[src/design/wake_regs_pkg.sv]
// Package with offsets, fields and reset values for the wake source registers
package wake_regs_pkg;
  localparam int unsigned ADDR_W = 12;
  localparam logic [11:0] OFS_LINE_EDGE   = 12'h22C;
  localparam logic [11:0] OFS_KEY_STAT    = 12'h240;
  localparam logic [11:0] OFS_TOUCH_STAT  = 12'h244;
  localparam logic [11:0] OFS_CLOCK_STAT  = 12'h248;
  localparam logic [11:0] OFS_LINE_STAT   = 12'h24C;
  localparam logic [11:0] OFS_DRIVE       = 12'h260;
  localparam logic [11:0] OFS_KEY_ENABLE  = 12'h200;
  localparam logic [11:0] OFS_TOUCH_EN    = 12'h204;
  localparam logic [11:0] OFS_CLOCK_EN    = 12'h208;
  localparam logic [11:0] OFS_LINE_EN     = 12'h20C;
  localparam logic [11:0] OFS_IRQ_STATUS  = 12'h2A0;
  localparam logic [11:0] OFS_IRQ_MASK    = 12'h2A4;
  localparam int unsigned LINE_B_BIT      = 1;
  localparam int unsigned LINE_NINE_BIT   = 0;
  localparam int unsigned TOUCH_BIT       = 6;
  localparam int unsigned CLOCK_BIT       = 0;
  localparam int unsigned LCD_BIT         = 4;
  localparam int unsigned NUM_KEYS        = 4;
  localparam int unsigned NUM_SRC         = 8;
  localparam logic        LCD_RESET       = 1'b1;
  localparam logic [1:0]  MEM_RESET       = 2'h1;
  localparam logic [31:0] UNUSED_READ     = 32'h0000_0000;
  localparam logic [31:0] UNMAPPED_READ   = 32'h0000_0000;
endpackage : wake_regs_pkg

[src/design/power_cut_wake_source_regs.sv]
// Wake source register bank with edge select, sticky status and drive bits
`timescale 1ns/10ps
// Function
// - Line B/nine edge select, 1 falling
// - Unused upper bits read zero, write zero
// - Key status flags in bits three..zero
// - Writing zero clears a status flag
// - Touch wake flag at bit six
// - Clock wake flag at bit zero
// - Line B bit one, nine bit zero
// - Flags hold until software clears
// - LCD strength bit four, resets one
// - Memory strength bits one..zero, resets 01
// - Per key enable gates wake requests
module power_cut_wake_source_regs
  import wake_regs_pkg::*;
(
  input  wire logic        sys_clk_i,
  input  wire logic        reset_n_i,
  input  wire logic        hot_reset_n_i,
  input  wire logic        clk_en_i,
  input  wire logic [11:0] avs_address_i,
  input  wire logic        avs_read_i,
  input  wire logic        avs_write_i,
  input  wire logic [31:0] avs_writedata_i,
  input  wire logic [3:0]  avs_byteenable_i,
  output logic [31:0]      avs_readdata_o,
  output logic             avs_waitrequest_o,
  input  wire logic [3:0]  key_input_i,
  input  wire logic        touch_screen_irq_i,
  input  wire logic        rtc_wake_i,
  input  wire logic        external_line_b_i,
  input  wire logic        external_line_nine_i,
  output logic             display_port_strength_o,
  output logic [1:0]       memory_port_strength_o,
  output logic             wake_irq_o
);
  typedef enum logic [2:0] {
    ST_IDLE = 3'b001,
    ST_ACK  = 3'b010,
    ST_REL  = 3'b100
  } bus_state_t;

  bus_state_t  state_q;
  bus_state_t  state_d;
  logic [1:0]  line_edge_q;
  logic [3:0]  key_stat_q;
  logic        touch_stat_q;
  logic        clock_stat_q;
  logic [1:0]  line_stat_q;
  logic        lcd_q;
  logic [1:0]  mem_q;
  logic [3:0]  key_en_q;
  logic        touch_en_q;
  logic        clock_en_q;
  logic [1:0]  line_en_q;
  logic [NUM_SRC-1:0] irq_stat_q;
  logic [NUM_SRC-1:0] irq_mask_q;
  logic [31:0] rdata_q;
  logic        irq_q;
  logic        wait_q;
  logic [NUM_SRC-1:0] edge_w;
  logic [NUM_SRC-1:0] src_w;
  logic [NUM_SRC-1:0] fall_w;
  logic [NUM_SRC-1:0] en_w;
  logic [NUM_SRC-1:0] hit_w;
  logic [31:0] rd_mux;

  function automatic logic sel(input logic [11:0] a, input logic [11:0] o);
    sel = (a == o);
  endfunction : sel

  wire req      = (avs_read_i || avs_write_i) && state_q == ST_IDLE;
  wire wr_take  = avs_write_i && state_q == ST_ACK && clk_en_i;
  wire be0      = avs_byteenable_i[0];
  wire [7:0] wd = avs_writedata_i[7:0];
  wire wr_lined = wr_take && be0 && sel(avs_address_i, OFS_LINE_EDGE);
  wire wr_key   = wr_take && be0 && sel(avs_address_i, OFS_KEY_STAT);
  wire wr_touch = wr_take && be0 && sel(avs_address_i, OFS_TOUCH_STAT);
  wire wr_clock = wr_take && be0 && sel(avs_address_i, OFS_CLOCK_STAT);
  wire wr_lines = wr_take && be0 && sel(avs_address_i, OFS_LINE_STAT);
  wire wr_drive = wr_take && be0 && sel(avs_address_i, OFS_DRIVE);
  wire wr_keyen = wr_take && be0 && sel(avs_address_i, OFS_KEY_ENABLE);
  wire wr_tchen = wr_take && be0 && sel(avs_address_i, OFS_TOUCH_EN);
  wire wr_clken = wr_take && be0 && sel(avs_address_i, OFS_CLOCK_EN);
  wire wr_linen = wr_take && be0 && sel(avs_address_i, OFS_LINE_EN);
  wire wr_istat = wr_take && be0 && sel(avs_address_i, OFS_IRQ_STATUS);
  wire wr_imask = wr_take && be0 && sel(avs_address_i, OFS_IRQ_MASK);

  // Source order: keys 0..3, touch, clock, line nine, line B
  assign src_w  = {external_line_b_i, external_line_nine_i, rtc_wake_i,
                   touch_screen_irq_i, key_input_i};
  assign fall_w = {line_edge_q[LINE_B_BIT], line_edge_q[LINE_NINE_BIT],
                   1'b0, 1'b0, 4'h0};
  assign en_w   = {line_en_q[LINE_B_BIT], line_en_q[LINE_NINE_BIT],
                   clock_en_q, touch_en_q, key_en_q};
  assign hit_w  = edge_w & en_w;
  // Next-state view so the interrupt has no extra cycle of lag
  wire [NUM_SRC-1:0] irq_stat_d = hit_w |
                                  (irq_stat_q & ~({8{wr_istat}} & wd));
  wire [NUM_SRC-1:0] irq_mask_d = wr_imask ? wd : irq_mask_q;

  // Every source is a pin, so each gets the three-stage synchroniser
  genvar g;
  generate
    for (g = 0; g < NUM_SRC; g++) begin : g_src
      wake_edge_detect u_det (
        .sys_clk_i  (sys_clk_i),
        .reset_n_i  (reset_n_i),
        .clk_en_i   (clk_en_i),
        .src_i      (src_w[g]),
        .fall_sel_i (fall_w[g]),
        .edge_o     (edge_w[g])
      );
    end
  endgenerate

  always_comb begin
    state_d = state_q;
    case (state_q)
      ST_IDLE: if (req) state_d = ST_ACK;
      ST_ACK:  state_d = ST_REL;
      ST_REL:  state_d = ST_IDLE;
      default: state_d = ST_IDLE;
    endcase
  end

  always_comb begin
    rd_mux = UNMAPPED_READ;
    case (avs_address_i)
      OFS_LINE_EDGE:  rd_mux = {30'h0, line_edge_q};
      OFS_KEY_STAT:   rd_mux = {28'h0, key_stat_q};
      OFS_TOUCH_STAT: rd_mux = UNUSED_READ | (32'(touch_stat_q) << TOUCH_BIT);
      OFS_CLOCK_STAT: rd_mux = UNUSED_READ | (32'(clock_stat_q) << CLOCK_BIT);
      OFS_LINE_STAT:  rd_mux = {30'h0, line_stat_q};
      OFS_DRIVE:      rd_mux = {27'h0, lcd_q, 2'h0, mem_q};
      OFS_KEY_ENABLE: rd_mux = {28'h0, key_en_q};
      OFS_TOUCH_EN:   rd_mux = 32'(touch_en_q) << TOUCH_BIT;
      OFS_CLOCK_EN:   rd_mux = 32'(clock_en_q) << CLOCK_BIT;
      OFS_LINE_EN:    rd_mux = {30'h0, line_en_q};
      OFS_IRQ_STATUS: rd_mux = {24'h0, irq_stat_q};
      OFS_IRQ_MASK:   rd_mux = {24'h0, irq_mask_q};
      default:        rd_mux = UNMAPPED_READ;
    endcase
  end

  always_ff @(posedge sys_clk_i or negedge reset_n_i) begin
    if (!reset_n_i) begin
      state_q <= ST_IDLE;
      rdata_q <= 32'h0000_0000;
      wait_q  <= 1'b1;
    end else if (clk_en_i) begin
      state_q <= state_d;
      wait_q  <= (state_d != ST_ACK);
      if (req) begin
        rdata_q <= avs_read_i ? rd_mux : 32'h0000_0000;
      end
    end
  end

  // Config held on hot reset; only full reset loads defaults
  always_ff @(posedge sys_clk_i or negedge reset_n_i) begin
    if (!reset_n_i) begin
      line_edge_q <= 2'h0;
      lcd_q       <= LCD_RESET;
      mem_q       <= MEM_RESET;
      key_en_q    <= 4'h0;
      touch_en_q  <= 1'b0;
      clock_en_q  <= 1'b0;
      line_en_q   <= 2'h0;
      irq_mask_q  <= 8'h00;
    end else if (clk_en_i) begin
      if (wr_lined) line_edge_q <= wd[1:0];
      if (wr_drive) begin
        lcd_q <= wd[LCD_BIT];
        mem_q <= wd[1:0];
      end
      if (wr_keyen) key_en_q   <= wd[3:0];
      if (wr_tchen) touch_en_q <= wd[TOUCH_BIT];
      if (wr_clken) clock_en_q <= wd[CLOCK_BIT];
      if (wr_linen) line_en_q  <= wd[1:0];
      if (wr_imask) irq_mask_q <= wd;
    end
  end

  // Flags are cleared at full reset for determinism; a set beats a clear
  always_ff @(posedge sys_clk_i or negedge reset_n_i) begin
    if (!reset_n_i) begin
      key_stat_q   <= 4'h0;
      touch_stat_q <= 1'b0;
      clock_stat_q <= 1'b0;
      line_stat_q  <= 2'h0;
      irq_stat_q   <= 8'h00;
      irq_q        <= 1'b0;
    end else if (clk_en_i) begin
      // Key, touch, clock and line flags: write zero clears, edge sets, else hold
      key_stat_q   <= hit_w[3:0] | (key_stat_q & ~({4{wr_key}} & ~wd[3:0]));
      touch_stat_q <= hit_w[4] | (touch_stat_q & ~(wr_touch & ~wd[TOUCH_BIT]));
      clock_stat_q <= hit_w[5] | (clock_stat_q & ~(wr_clock & ~wd[CLOCK_BIT]));
      line_stat_q  <= {hit_w[7], hit_w[6]} |
                      (line_stat_q & ~({2{wr_lines}} & ~wd[1:0]));
      irq_stat_q   <= irq_stat_d;
      irq_q        <= |(irq_stat_d & irq_mask_d);
    end
  end

  assign avs_readdata_o          = rdata_q;
  assign avs_waitrequest_o       = wait_q;
  assign display_port_strength_o = lcd_q;
  assign memory_port_strength_o  = mem_q;
  assign wake_irq_o              = irq_q;

  // An enabled edge shows in the key flag next cycle
  chk_key_flag_set: assert property (@(posedge sys_clk_i)
    disable iff (!reset_n_i) clk_en_i && hit_w[0] |=> key_stat_q[0])
    else $error("key flag not set after enabled edge");
  // Disabled key never sets its flag
  chk_key_enable_gate: assert property (@(posedge sys_clk_i)
    disable iff (!reset_n_i)
    clk_en_i && !key_en_q[0] && !key_stat_q[0] && !wr_take |=> !key_stat_q[0])
    else $error("disabled key raised a flag");
  // Zero write clears when no new edge
  chk_zero_clears: assert property (@(posedge sys_clk_i)
    disable iff (!reset_n_i) wr_key && !wd[0] && !hit_w[0] |=> !key_stat_q[0])
    else $error("zero write did not clear key flag");
  // Flag holds without a clearing write
  chk_flag_holds: assert property (@(posedge sys_clk_i)
    disable iff (!reset_n_i) touch_stat_q && !wr_touch |=> touch_stat_q)
    else $error("touch flag dropped by itself");
  chk_lcd_write: assert property (@(posedge sys_clk_i)
    disable iff (!reset_n_i)
    wr_drive |=> display_port_strength_o == $past(wd[LCD_BIT]))
    else $error("lcd strength not updated");
  chk_mem_write: assert property (@(posedge sys_clk_i)
    disable iff (!reset_n_i)
    wr_drive |=> memory_port_strength_o == $past(wd[1:0]))
    else $error("memory strength not updated");
  // Line B edge lands in bit one
  chk_line_b_flag: assert property (@(posedge sys_clk_i)
    disable iff (!reset_n_i) clk_en_i && hit_w[7] |=> line_stat_q[1])
    else $error("line B flag not set");
  // Bus answers in the cycle after the request
  chk_bus_answer: assert property (@(posedge sys_clk_i)
    disable iff (!reset_n_i) req && clk_en_i |=> !avs_waitrequest_o)
    else $error("waitrequest not released");
  // Waitrequest drops for exactly one cycle
  chk_wait_one_cycle: assert property (@(posedge sys_clk_i)
    disable iff (!reset_n_i)
    clk_en_i && !avs_waitrequest_o |=> avs_waitrequest_o)
    else $error("waitrequest low for more than one cycle");
  // Upper bits stay zero on reads
  chk_unused_zero: assert property (@(posedge sys_clk_i)
    disable iff (!reset_n_i)
    !avs_waitrequest_o |-> avs_readdata_o[31:8] == 24'h00_0000)
    else $error("unused read bits not zero");
  // Key flags read back in the low nibble
  chk_key_read: assert property (@(posedge sys_clk_i)
    disable iff (!reset_n_i)
    req && clk_en_i && avs_read_i && sel(avs_address_i, OFS_KEY_STAT)
    |=> avs_readdata_o == {28'h000_0000, $past(key_stat_q)})
    else $error("key flags not in low nibble");
  chk_touch_flag_set: assert property (@(posedge sys_clk_i)
    disable iff (!reset_n_i) clk_en_i && hit_w[4] |=> touch_stat_q)
    else $error("touch flag not set after enabled edge");
  chk_clock_flag_set: assert property (@(posedge sys_clk_i)
    disable iff (!reset_n_i) clk_en_i && hit_w[5] |=> clock_stat_q)
    else $error("clock flag not set after enabled edge");
  // Line nine edge lands in bit zero
  chk_line_nine_flag: assert property (@(posedge sys_clk_i)
    disable iff (!reset_n_i) clk_en_i && hit_w[6] |=> line_stat_q[0])
    else $error("line nine flag not set");
  // Line B edge matches its polarity
  chk_line_b_polarity: assert property (@(posedge sys_clk_i)
    disable iff (!reset_n_i)
    edge_w[7] |-> g_src[7].u_det.sync_q[2] != line_edge_q[LINE_B_BIT])
    else $error("line B edge of wrong polarity");
  // Line nine edge matches its polarity
  chk_line_nine_polarity: assert property (@(posedge sys_clk_i)
    disable iff (!reset_n_i)
    edge_w[6] |-> g_src[6].u_det.sync_q[2] != line_edge_q[LINE_NINE_BIT])
    else $error("line nine edge of wrong polarity");
  chk_irq_level: assert property (@(posedge sys_clk_i)
    disable iff (!reset_n_i) wake_irq_o == |(irq_stat_q & irq_mask_q))
    else $error("interrupt level out of step with status");
  // Drive bits change only on a write
  chk_drive_holds: assert property (@(posedge sys_clk_i)
    disable iff (!reset_n_i)
    !wr_drive |=> $stable(lcd_q) && $stable(mem_q))
    else $error("drive bits changed without a write");
  chk_freeze_flags: assert property (@(posedge sys_clk_i)
    disable iff (!reset_n_i)
    !clk_en_i |=> $stable(key_stat_q) && $stable(line_stat_q))
    else $error("flags moved while clock enable low");
endmodule : power_cut_wake_source_regs

[src/design/wake_edge_detect.sv]
// Input synchroniser and selectable edge detector for one wake source
`timescale 1ns/10ps
module wake_edge_detect (
  input  wire logic sys_clk_i,
  input  wire logic reset_n_i,
  input  wire logic clk_en_i,
  input  wire logic src_i,
  input  wire logic fall_sel_i,
  output logic      edge_o
);
  logic [2:0] sync_q;
  logic       stable_q;
  wire        agree = (sync_q[2] == sync_q[1]);
  wire        rise  = agree && sync_q[2] && !stable_q;
  wire        fall  = agree && !sync_q[2] && stable_q;

  always_ff @(posedge sys_clk_i or negedge reset_n_i) begin
    if (!reset_n_i) begin
      sync_q   <= 3'h0;
      stable_q <= 1'b0;
    end else if (clk_en_i) begin
      sync_q <= {sync_q[1:0], src_i};
      if (agree) begin
        stable_q <= sync_q[2];
      end
    end
  end

  assign edge_o = clk_en_i && (fall_sel_i ? fall : rise);
endmodule : wake_edge_detect

[config.mk]
export PLATFORM = sky130hd
export DESIGN_NAME = power_cut_wake_source_regs
export DESIGN_NICKNAME = d
export VERILOG_FILES = /design/src/design/wake_regs_pkg.sv /design/src/design/power_cut_wake_source_regs.sv /design/src/design/wake_edge_detect.sv
export SDC_FILE = /design/constraint.sdc
export NUM_CORES = 1
export LEC_CHECK = 0
export BUFFER_PORTS_ARGS = -buffer_cell sky130_fd_sc_hd__buf_2
export CAP_MARGIN = 40
export CORE_ASPECT_RATIO = 1.25
export CORE_MARGIN = 5
export CORE_UTILIZATION = 35
export CTS_CLUSTER_DIAMETER = 60
export DETAILED_ROUTE_END_ITERATION = 12
export GPL_TIMING_DRIVEN = 0
export PLACE_DENSITY = 0.64
export SKIP_CTS_REPAIR_TIMING = 1
export SYNTH_ARGS = -nofsm -noshare
export SYNTH_HDL_FRONTEND = slang
export SYNTH_SLANG_ARGS = --single-unit
export TNS_END_PERCENT = 100
[constraint.sdc]
create_clock -name sys_clk_i -period 2.6 [get_ports sys_clk_i]
set_input_delay 0.52 -clock sys_clk_i [delete_from_list [all_inputs] [get_ports sys_clk_i]]
set_output_delay 0.52 -clock sys_clk_i [all_outputs]
set_load 0.1 [all_outputs]
==> results of run 1 <==
## cell usage in the layout (no fill, tap or decap), types with 3 or more instances in the layout
cell	synthesis	layout
sky130_fd_sc_hd__ha_1	10	10
sky130_fd_sc_hd__mux2_2	36	36
sky130_fd_sc_hd__a22oi_1	7	7
sky130_fd_sc_hd__buf_2	4	48
sky130_fd_sc_hd__and3_1	3	3
sky130_fd_sc_hd__dfstp_2	4	4
sky130_fd_sc_hd__clkbuf_1	7	8
sky130_fd_sc_hd__inv_1	11	11
sky130_fd_sc_hd__a221oi_1	3	3
sky130_fd_sc_hd__nand3_1	15	15
sky130_fd_sc_hd__nand4b_1	6	6
sky130_fd_sc_hd__nor2_1	14	14
sky130_fd_sc_hd__nand2_1	47	47
sky130_fd_sc_hd__nor3_1	4	4
sky130_fd_sc_hd__o21ai_0	25	25
sky130_fd_sc_hd__a21oi_1	5	5
sky130_fd_sc_hd__buf_4	24	26
sky130_fd_sc_hd__o31ai_1	3	3
sky130_fd_sc_hd__conb_1	1	24
sky130_fd_sc_hd__nand3b_1	9	9
sky130_fd_sc_hd__mux2_4	4	4
sky130_fd_sc_hd__clkbuf_16	0	9
sky130_fd_sc_hd__a21o_1	3	3
sky130_fd_sc_hd__mux2i_1	5	5
sky130_fd_sc_hd__dfrtp_1	78	78
## worst reg2reg max path: stages (launching register included)
cell                       delay, ns
sky130_fd_sc_hd__dfrtp_1        0.40
sky130_fd_sc_hd__nor3b_1        0.22
sky130_fd_sc_hd__and4_1         0.25
sky130_fd_sc_hd__clkbuf_2       0.22
sky130_fd_sc_hd__nand2_2        0.20
sky130_fd_sc_hd__mux2i_1        0.28
sky130_fd_sc_hd__o22ai_1        0.13
sky130_fd_sc_hd__a221oi_2       0.25
sky130_fd_sc_hd__a41oi_1        0.15
## stage by stage
step	total power [mW]	setup slack, ns
detailed placement	2.147	-0.2769
global placement	2.109	-0.2563
floorplan	1.982	0.05926
CTS	3.530	0.05077
finish	3.500	0.1338
global route	3.661	0.009254
## registers in the layout (all words and copies together), names as in the netlist, 2 cells and up
signal,count
g_src.u_det.sync_q,24
avs_readdata_o,8
g_src.u_det.stable_q,8
irq_mask_q,8
irq_stat_q,8
key_en_q,4
key_stat_q,4
state_q,3
line_edge_q,2
line_en_q,2
line_stat_q,2
memory_port_strength_o,2
## routing by layer
metal | track usage | wire length, um | vias to the layer above | share of wire
li1 | - | - | 1455 | -
met1 | 0.1767 | 4104 | 1453 | 0.43
met2 | 0.2480 | 4680 | 88 | 0.49
met3 | 0.02703 | 532 | 14 | 0.056
met4 | 0.06631 | 210 | 0 | 0.022
met5 | 0 | 0 | - | 0
## cell usage after synthesis, drive strengths merged (7+ instances only)
master / instances
dfrtp: 78
nand2: 48
mux2: 40
buf: 31
o21ai: 25
nor2: 16
nand3: 15
inv: 11
ha: 10
nand3b: 9
a22oi: 7
clkbuf: 7
## worst paths after layout
check,endpoint,from,cells after the start,slack (ns)
setup / recovery,line_en_q[1]$_DFFE_PN0P_,avs_address_i[8],9,0.13
hold / removal,g_src[2].u_det.sync_q[1]$_DFFE_PN0P_,reset_n_i,1,0.11
setup reg to reg,wake_irq_o$_DFFE_PN0P_,state_q[2]$_DFFE_PN0P_,8,0.34
hold reg to reg,avs_readdata_o[3]$_DFFE_PN0P_,avs_readdata_o[3]$_DFFE_PN0P_,2,0.47
max in group asynchronous,memory_port_strength_o[0]$_DFFE_PN1P_,reset_n_i,2,1.83
min in group sys_clk_i,g_src[0].u_det.sync_q[0]$_DFFE_PN0P_,key_input_i[0],2,0.42
## area by class of cell
class | instances | area, sq um
clock inverters | 2 | 60.06
flip-flops and latches | 82 | 2057
plain buffers | 38 | 250.2
inverters | 11 | 41.29
well taps | 138 | 172.7
multi-input cells | 261 | 1812
repair buffers | 49 | 279.0
clock buffers | 14 | 264.0
fillers | 1115 | 6570
## cell families (layout without fill, tap and decap cells)
kind of cell	count (synthesis)	after routing	synth area share
fa+ha+maj	10	10	0.03082
other cells	1	24	0.0009236
compound gates	62	62	0.1017
mux	45	45	0.1270
buf+inv	49	114	0.07057
simple gates	120	120	0.1624
flops	82	82	0.5066
## power breakdown
part	internal (mW)	switching, mW
clock	0.895	0.483
sequential	1.42	0.0830
combinational	0.206	0.412
==> impl_metrics.csv, run 1 <==
group,metric,value,unit
run_status,run_status,"finished clean",
clocking,clock_tree.buffer_depth,2,
setup_path,critical_path.cell_chain,"buf_2 -> or4b_4 -> or2_1 -> buf_2 -> or3_4 -> nor2_2 -> nand2_1 -> nor2_2 -> mux2_2",
logic_synthesis,synthCells,369,
logic_synthesis,ys_dominant_reg_cell,"sky130_fd_sc_hd__dfrtp_1",
routing,via_density_per_instance,5.059,
floorplan,std_cell_rows,44,
global_routing,antenna_found_initial,0,
placement,dp.final_hpwl,7242,um
floorplan,core_region_area,11510,sq um
clocking,clock_tree.root_cell,"sky130_fd_sc_hd__clkbuf_16",
cells_and_area,stdcell_count,595,
routing,drc_errors,0,
timing,clock_skew,0.006708,ns
pwr,cellLeakagePower,2.442,nW
placement,place.gp.congestion,0.8752,
clocking,cts_buffers,9,
routing,via_count,3010,
cells_and_area,area_growth_syn_to_layout,21.57,%
logic_synthesis,synth_cell_type_count,53,
floorplan,die_x,106.3,um
min_path,worst_hold_path_type,"in -> async",
setup_path,critical_path_end_type,"register",
global_routing,via_count_of_the_first_global_routing_pass,3069,
setup_path,worst_path_dominant_cell_family,"simple AND/OR/NAND/NOR gates",
cells_and_area,drive_above_1_share,0.3239,
logic_synthesis,synth_enable_flop_cells,0,
routing,route.antenna.remaining_nets,0,
clocking,cts_htree_levels,3,
placement,numPortBuffers,46,
logic_synthesis,synth-seq-area-share,0.5066,
logic_synthesis,synth.largest_area_cell,"sky130_fd_sc_hd__dfrtp_1",
global_routing,gr-usage-all-layers,0.1443,
timing,setup_viol_count_final,0,
floorplan,die_height,130.4,um
global_routing,overflow,0,
timing,max_slew_margin,0.4806,
setup_path,crit_path_top_delay_cell,"sky130_fd_sc_hd__or4b_4",
timing,final.min_clock_period,2.466,ns
job,cap_violations,0,
placement,place_area,4598,sq um
timing,final-max-slew-violation-count,0,
floorplan,floorplan.die_area,13870,sq um
logic_synthesis,syn-cell-area,4060,sq um
setup_path,setup.worst_path.class,"in -> reg",
setup_path,crit_arrival,2.68,ns
timing,max_freq,0.4055,GHz
setup_path,path_buf_inv,2,
timing,worstMarginPinSlew,0.7731,ns
timing,fin_tns_setup,0,ns
logic_synthesis,yosysTopAreaCellShare,0.4807,
global_routing,grt_max_degree,56,
cells_and_area,design_area,4936,sq um
clocking,clock_latency,0.34,ns
routing,initialDrtViolationCount,151,
logic_synthesis,synth_top_cells_by_area,"sky130_fd_sc_hd__dfrtp_1, sky130_fd_sc_hd__mux2_2, sky130_fd_sc_hd__buf_4",
placement,dp_cells,579,
logic_synthesis,syn-mean-instance-area,11.00,sq um
logic_synthesis,async_reset_ff_frac,1.000,
timing,final_min_period_over_clock_period,0.9486,
pwr,power_density,709.1,nW/um^2
clocking,cts_num_sinks,82,
logic_synthesis,synth_warnings,0,
setup_path,max_stage_delay,0.58,ns
timing,rsz0062_at_grt,"no",
routing,first_pass_iters,4,
clocking,clkTransAtPathRegs,0.06,ns
pwr,vdd_ir_drop_max,0.5577,mV
floorplan,floorplan.initialDensity,0.3529,
routing,avgRoutedWirePerCell,16.01,um
cells_and_area,utilization,0.4290,
setup_path,critical_path_peak_fanout,7,
global_routing,grt_pass1_wl,15750,um
clocking,tritoncts,"yes",
cells_and_area,antennaDiodeCount,0,
logic_synthesis,synth_seq_cells,82,
timing,final.hold.worst_slack,0.1141,ns
setup_path,cp.required,2.82,ns
floorplan,top_level_ports,99,
timing,finalHoldViolCount,0,
cells_and_area,nNetsFinal,524,
routing,routed_wl,9527,um
setup_path,timing.critical_path.from_type,"input port",
No activity file was read; power rests on OpenSTA's default activity.
==> run 2: changes to the inputs <==
- RECOVER_POWER: default -> 100
==> run 2 against run 1 <==
  * The flow now finishes with violations (capacitance limit, slew limit)
  * Global-route usage stayed put
  * First-iteration DRC count is 2.0% lower
  * Via count hardly changed
  * Worst hold slack better by 0.30 ns
  * Design area is 0.66% lower
  * Cell count stayed put
  * Combinational power is 0.8% lower
  * Die area stayed put
  * Maximum frequency is 2.5% lower
  * Power is 0.15% lower
  * Critical endpoint is now key_en_q[0]$_DFFE_PN0P_
  * Largest power group unchanged
==> impl_metrics.csv, run 2 (synthesized netlist as in run 1, its figures left out) <==
group,metric,value,unit
timing,worstMarginPinSlew,1.662,ns
floorplan,top_level_ports,99,
placement,numPortBuffers,46,
pwr,cellLeakagePower,2.377,nW
setup_path,timing.critical_path.from_type,"input port",
global_routing,gr-usage-all-layers,0.1443,
cells_and_area,final_cell_mix,"sky130_fd_sc_hd__dfrtp_1, sky130_fd_sc_hd__nand2_1, sky130_fd_sc_hd__mux2_2",
run_status,run_status,"finished, violations left",
routing,initialDrtViolationCount,148,
setup_path,cp.required,2.82,ns
timing,fin_tns_setup,0,ns
timing,final.min_clock_period,2.529,ns
pwr,report.power.total,3.495,mW
pwr,power_density,712.8,nW/um^2
routing,first_pass_iters,4,
run_status,violations,"capacitance limit, slew limit",
timing,max_freq,0.3955,GHz
floorplan,die_height,130.4,um
pwr,vdd_ir_drop_max,0.5634,mV
clocking,cts_htree_levels,3,
floorplan,floorplan.initialDensity,0.3529,
job,cap_violations,1,
floorplan,std_cell_rows,44,
placement,dp.final_hpwl,7242,um
global_routing,grt_max_degree,56,
floorplan,floorplan.die_area,13870,sq um
timing,clock_skew,0.006917,ns
setup_path,critical_path_end_type,"register",
setup_path,setup.worst_path.class,"in -> reg",
cells_and_area,drive_above_1_share,0.2801,
routing,route.antenna.remaining_nets,0,
cells_and_area,nNetsFinal,524,
cells_and_area,largest_register_ff_count,24,
routing,routed_wl,9566,um
placement,place_area,4598,sq um
cells_and_area,utilization,0.4262,
clocking,clock_tree.root_cell,"sky130_fd_sc_hd__clkbuf_16",
clocking,clock_latency,0.34,ns
global_routing,antenna_found_initial,0,
setup_path,rrSetupSlack,0.32,ns
timing,finalHoldViolCount,0,
global_routing,grt_pass1_wl,15750,um
clocking,tritoncts,"yes",
timing,final-max-slew-violation-count,28,
setup_path,crit_arrival,2.75,ns
floorplan,core_region_area,11510,sq um
cells_and_area,area_growth_syn_to_layout,20.77,%
cells_and_area,antennaDiodeCount,0,
cells_and_area,design_area,4903,sq um
global_routing,overflow,0,
clocking,clkTransAtPathRegs,0.06,ns
global_routing,via_count_of_the_first_global_routing_pass,3069,
timing,max_slew_margin,-0.1078,
placement,worst_slack_at_placement,-0.2769,ns
timing,setup_viol_count_final,0,
routing,via_density_per_instance,5.055,
routing,via_count,3008,
routing,drc_errors,0,
floorplan,die_x,106.3,um
clocking,clock_tree.buffer_depth,2,
cells_and_area,layout.cells.most_common,"sky130_fd_sc_hd__dfrtp_1",
timing,rsz0062_at_grt,"no",
setup_path,critical_path_peak_fanout,7,
timing,final_min_period_over_clock_period,0.9726,
clocking,cts_num_sinks,82,
cells_and_area,register_bank_with_the_most_flops,"g_src.u_det.sync_q",
min_path,worst_hold_path_type,"in -> reg",
clocking,cts_buffers,9,
routing,avgRoutedWirePerCell,16.08,um
placement,place.gp.congestion,0.8752,
timing,minimum_setup_slack_in_the_final_design,0.07128,ns
## run 2: cell count changes in the layout (fill, tap and decap cells not counted), sizes merged
cell	change
buf	-20
clkbuf	+20
## run 2: path summary, 6_finish.rpt
path                                          startpoint                               endpoint  depth (start not counted)
setup reg to reg                  state_q[2]$_DFFE_PN0P_                 wake_irq_o$_DFFE_PN0P_                          7
hold / removal                            key_input_i[0]   g_src[0].u_det.sync_q[0]$_DFFE_PN0P_                          2
max in group asynchronous                      reset_n_i  memory_port_strength_o[0]$_DFFE_PN1P_                          2
min in group asynchronous                      reset_n_i   g_src[2].u_det.sync_q[0]$_DFFE_PN0P_                          1
setup / recovery                        avs_address_i[8]                key_en_q[0]$_DFFE_PN0P_                          9
hold reg to reg            avs_readdata_o[3]$_DFFE_PN0P_          avs_readdata_o[3]$_DFFE_PN0P_                          2
## run 2: power breakdown
part / switching (mW) / internal [mW] / total (mW)
logic: 0.411 / 0.202 / 0.613
clock network: 0.482 / 0.895 / 1.38
registers: 0.0834 / 1.42 / 1.51
total: 0.976 / 2.52 / 3.49
## run 2: stage by stage
step,cells,hold slack [ns]
after global routing,595,0.4157
after floorplan,392,0.2244
after detailed placement,579,0.4651
final,595,0.4146
after global placement,576,0.4589
after CTS,595,0.1130
## run 2: final cells by class
| cell class | count | area (sq um) |
|---|---|---|
| buffer | 38 | 244.0 |
| clock buffer | 14 | 264.0 |
| clock inverter | 2 | 60.06 |
| fill | 1123 | 6603 |
| inverter | 11 | 41.29 |
| multi-input combinational | 261 | 1809 |
| sequential | 82 | 2057 |
| tap | 138 | 172.7 |
| timing repair buffer | 49 | 255.2 |
## run 2: worst max-delay path, cell delays in order
cell,delay (ns)
sky130_fd_sc_hd__buf_2,0.10
sky130_fd_sc_hd__or4b_4,0.58
sky130_fd_sc_hd__or2_1,0.23
sky130_fd_sc_hd__buf_2,0.16
sky130_fd_sc_hd__or3_4,0.33
sky130_fd_sc_hd__nor2_1,0.14
sky130_fd_sc_hd__and3_1,0.17
sky130_fd_sc_hd__clkbuf_2,0.20
sky130_fd_sc_hd__mux2_4,0.32
## run 2: routing by layer
layer	track usage	up-vias	wire, um
met5	0	-	0
met4	0.06631	0	240
met3	0.02703	16	546
met2	0.2480	85	4652
met1	0.1767	1447	4126
li1	-	1460	-
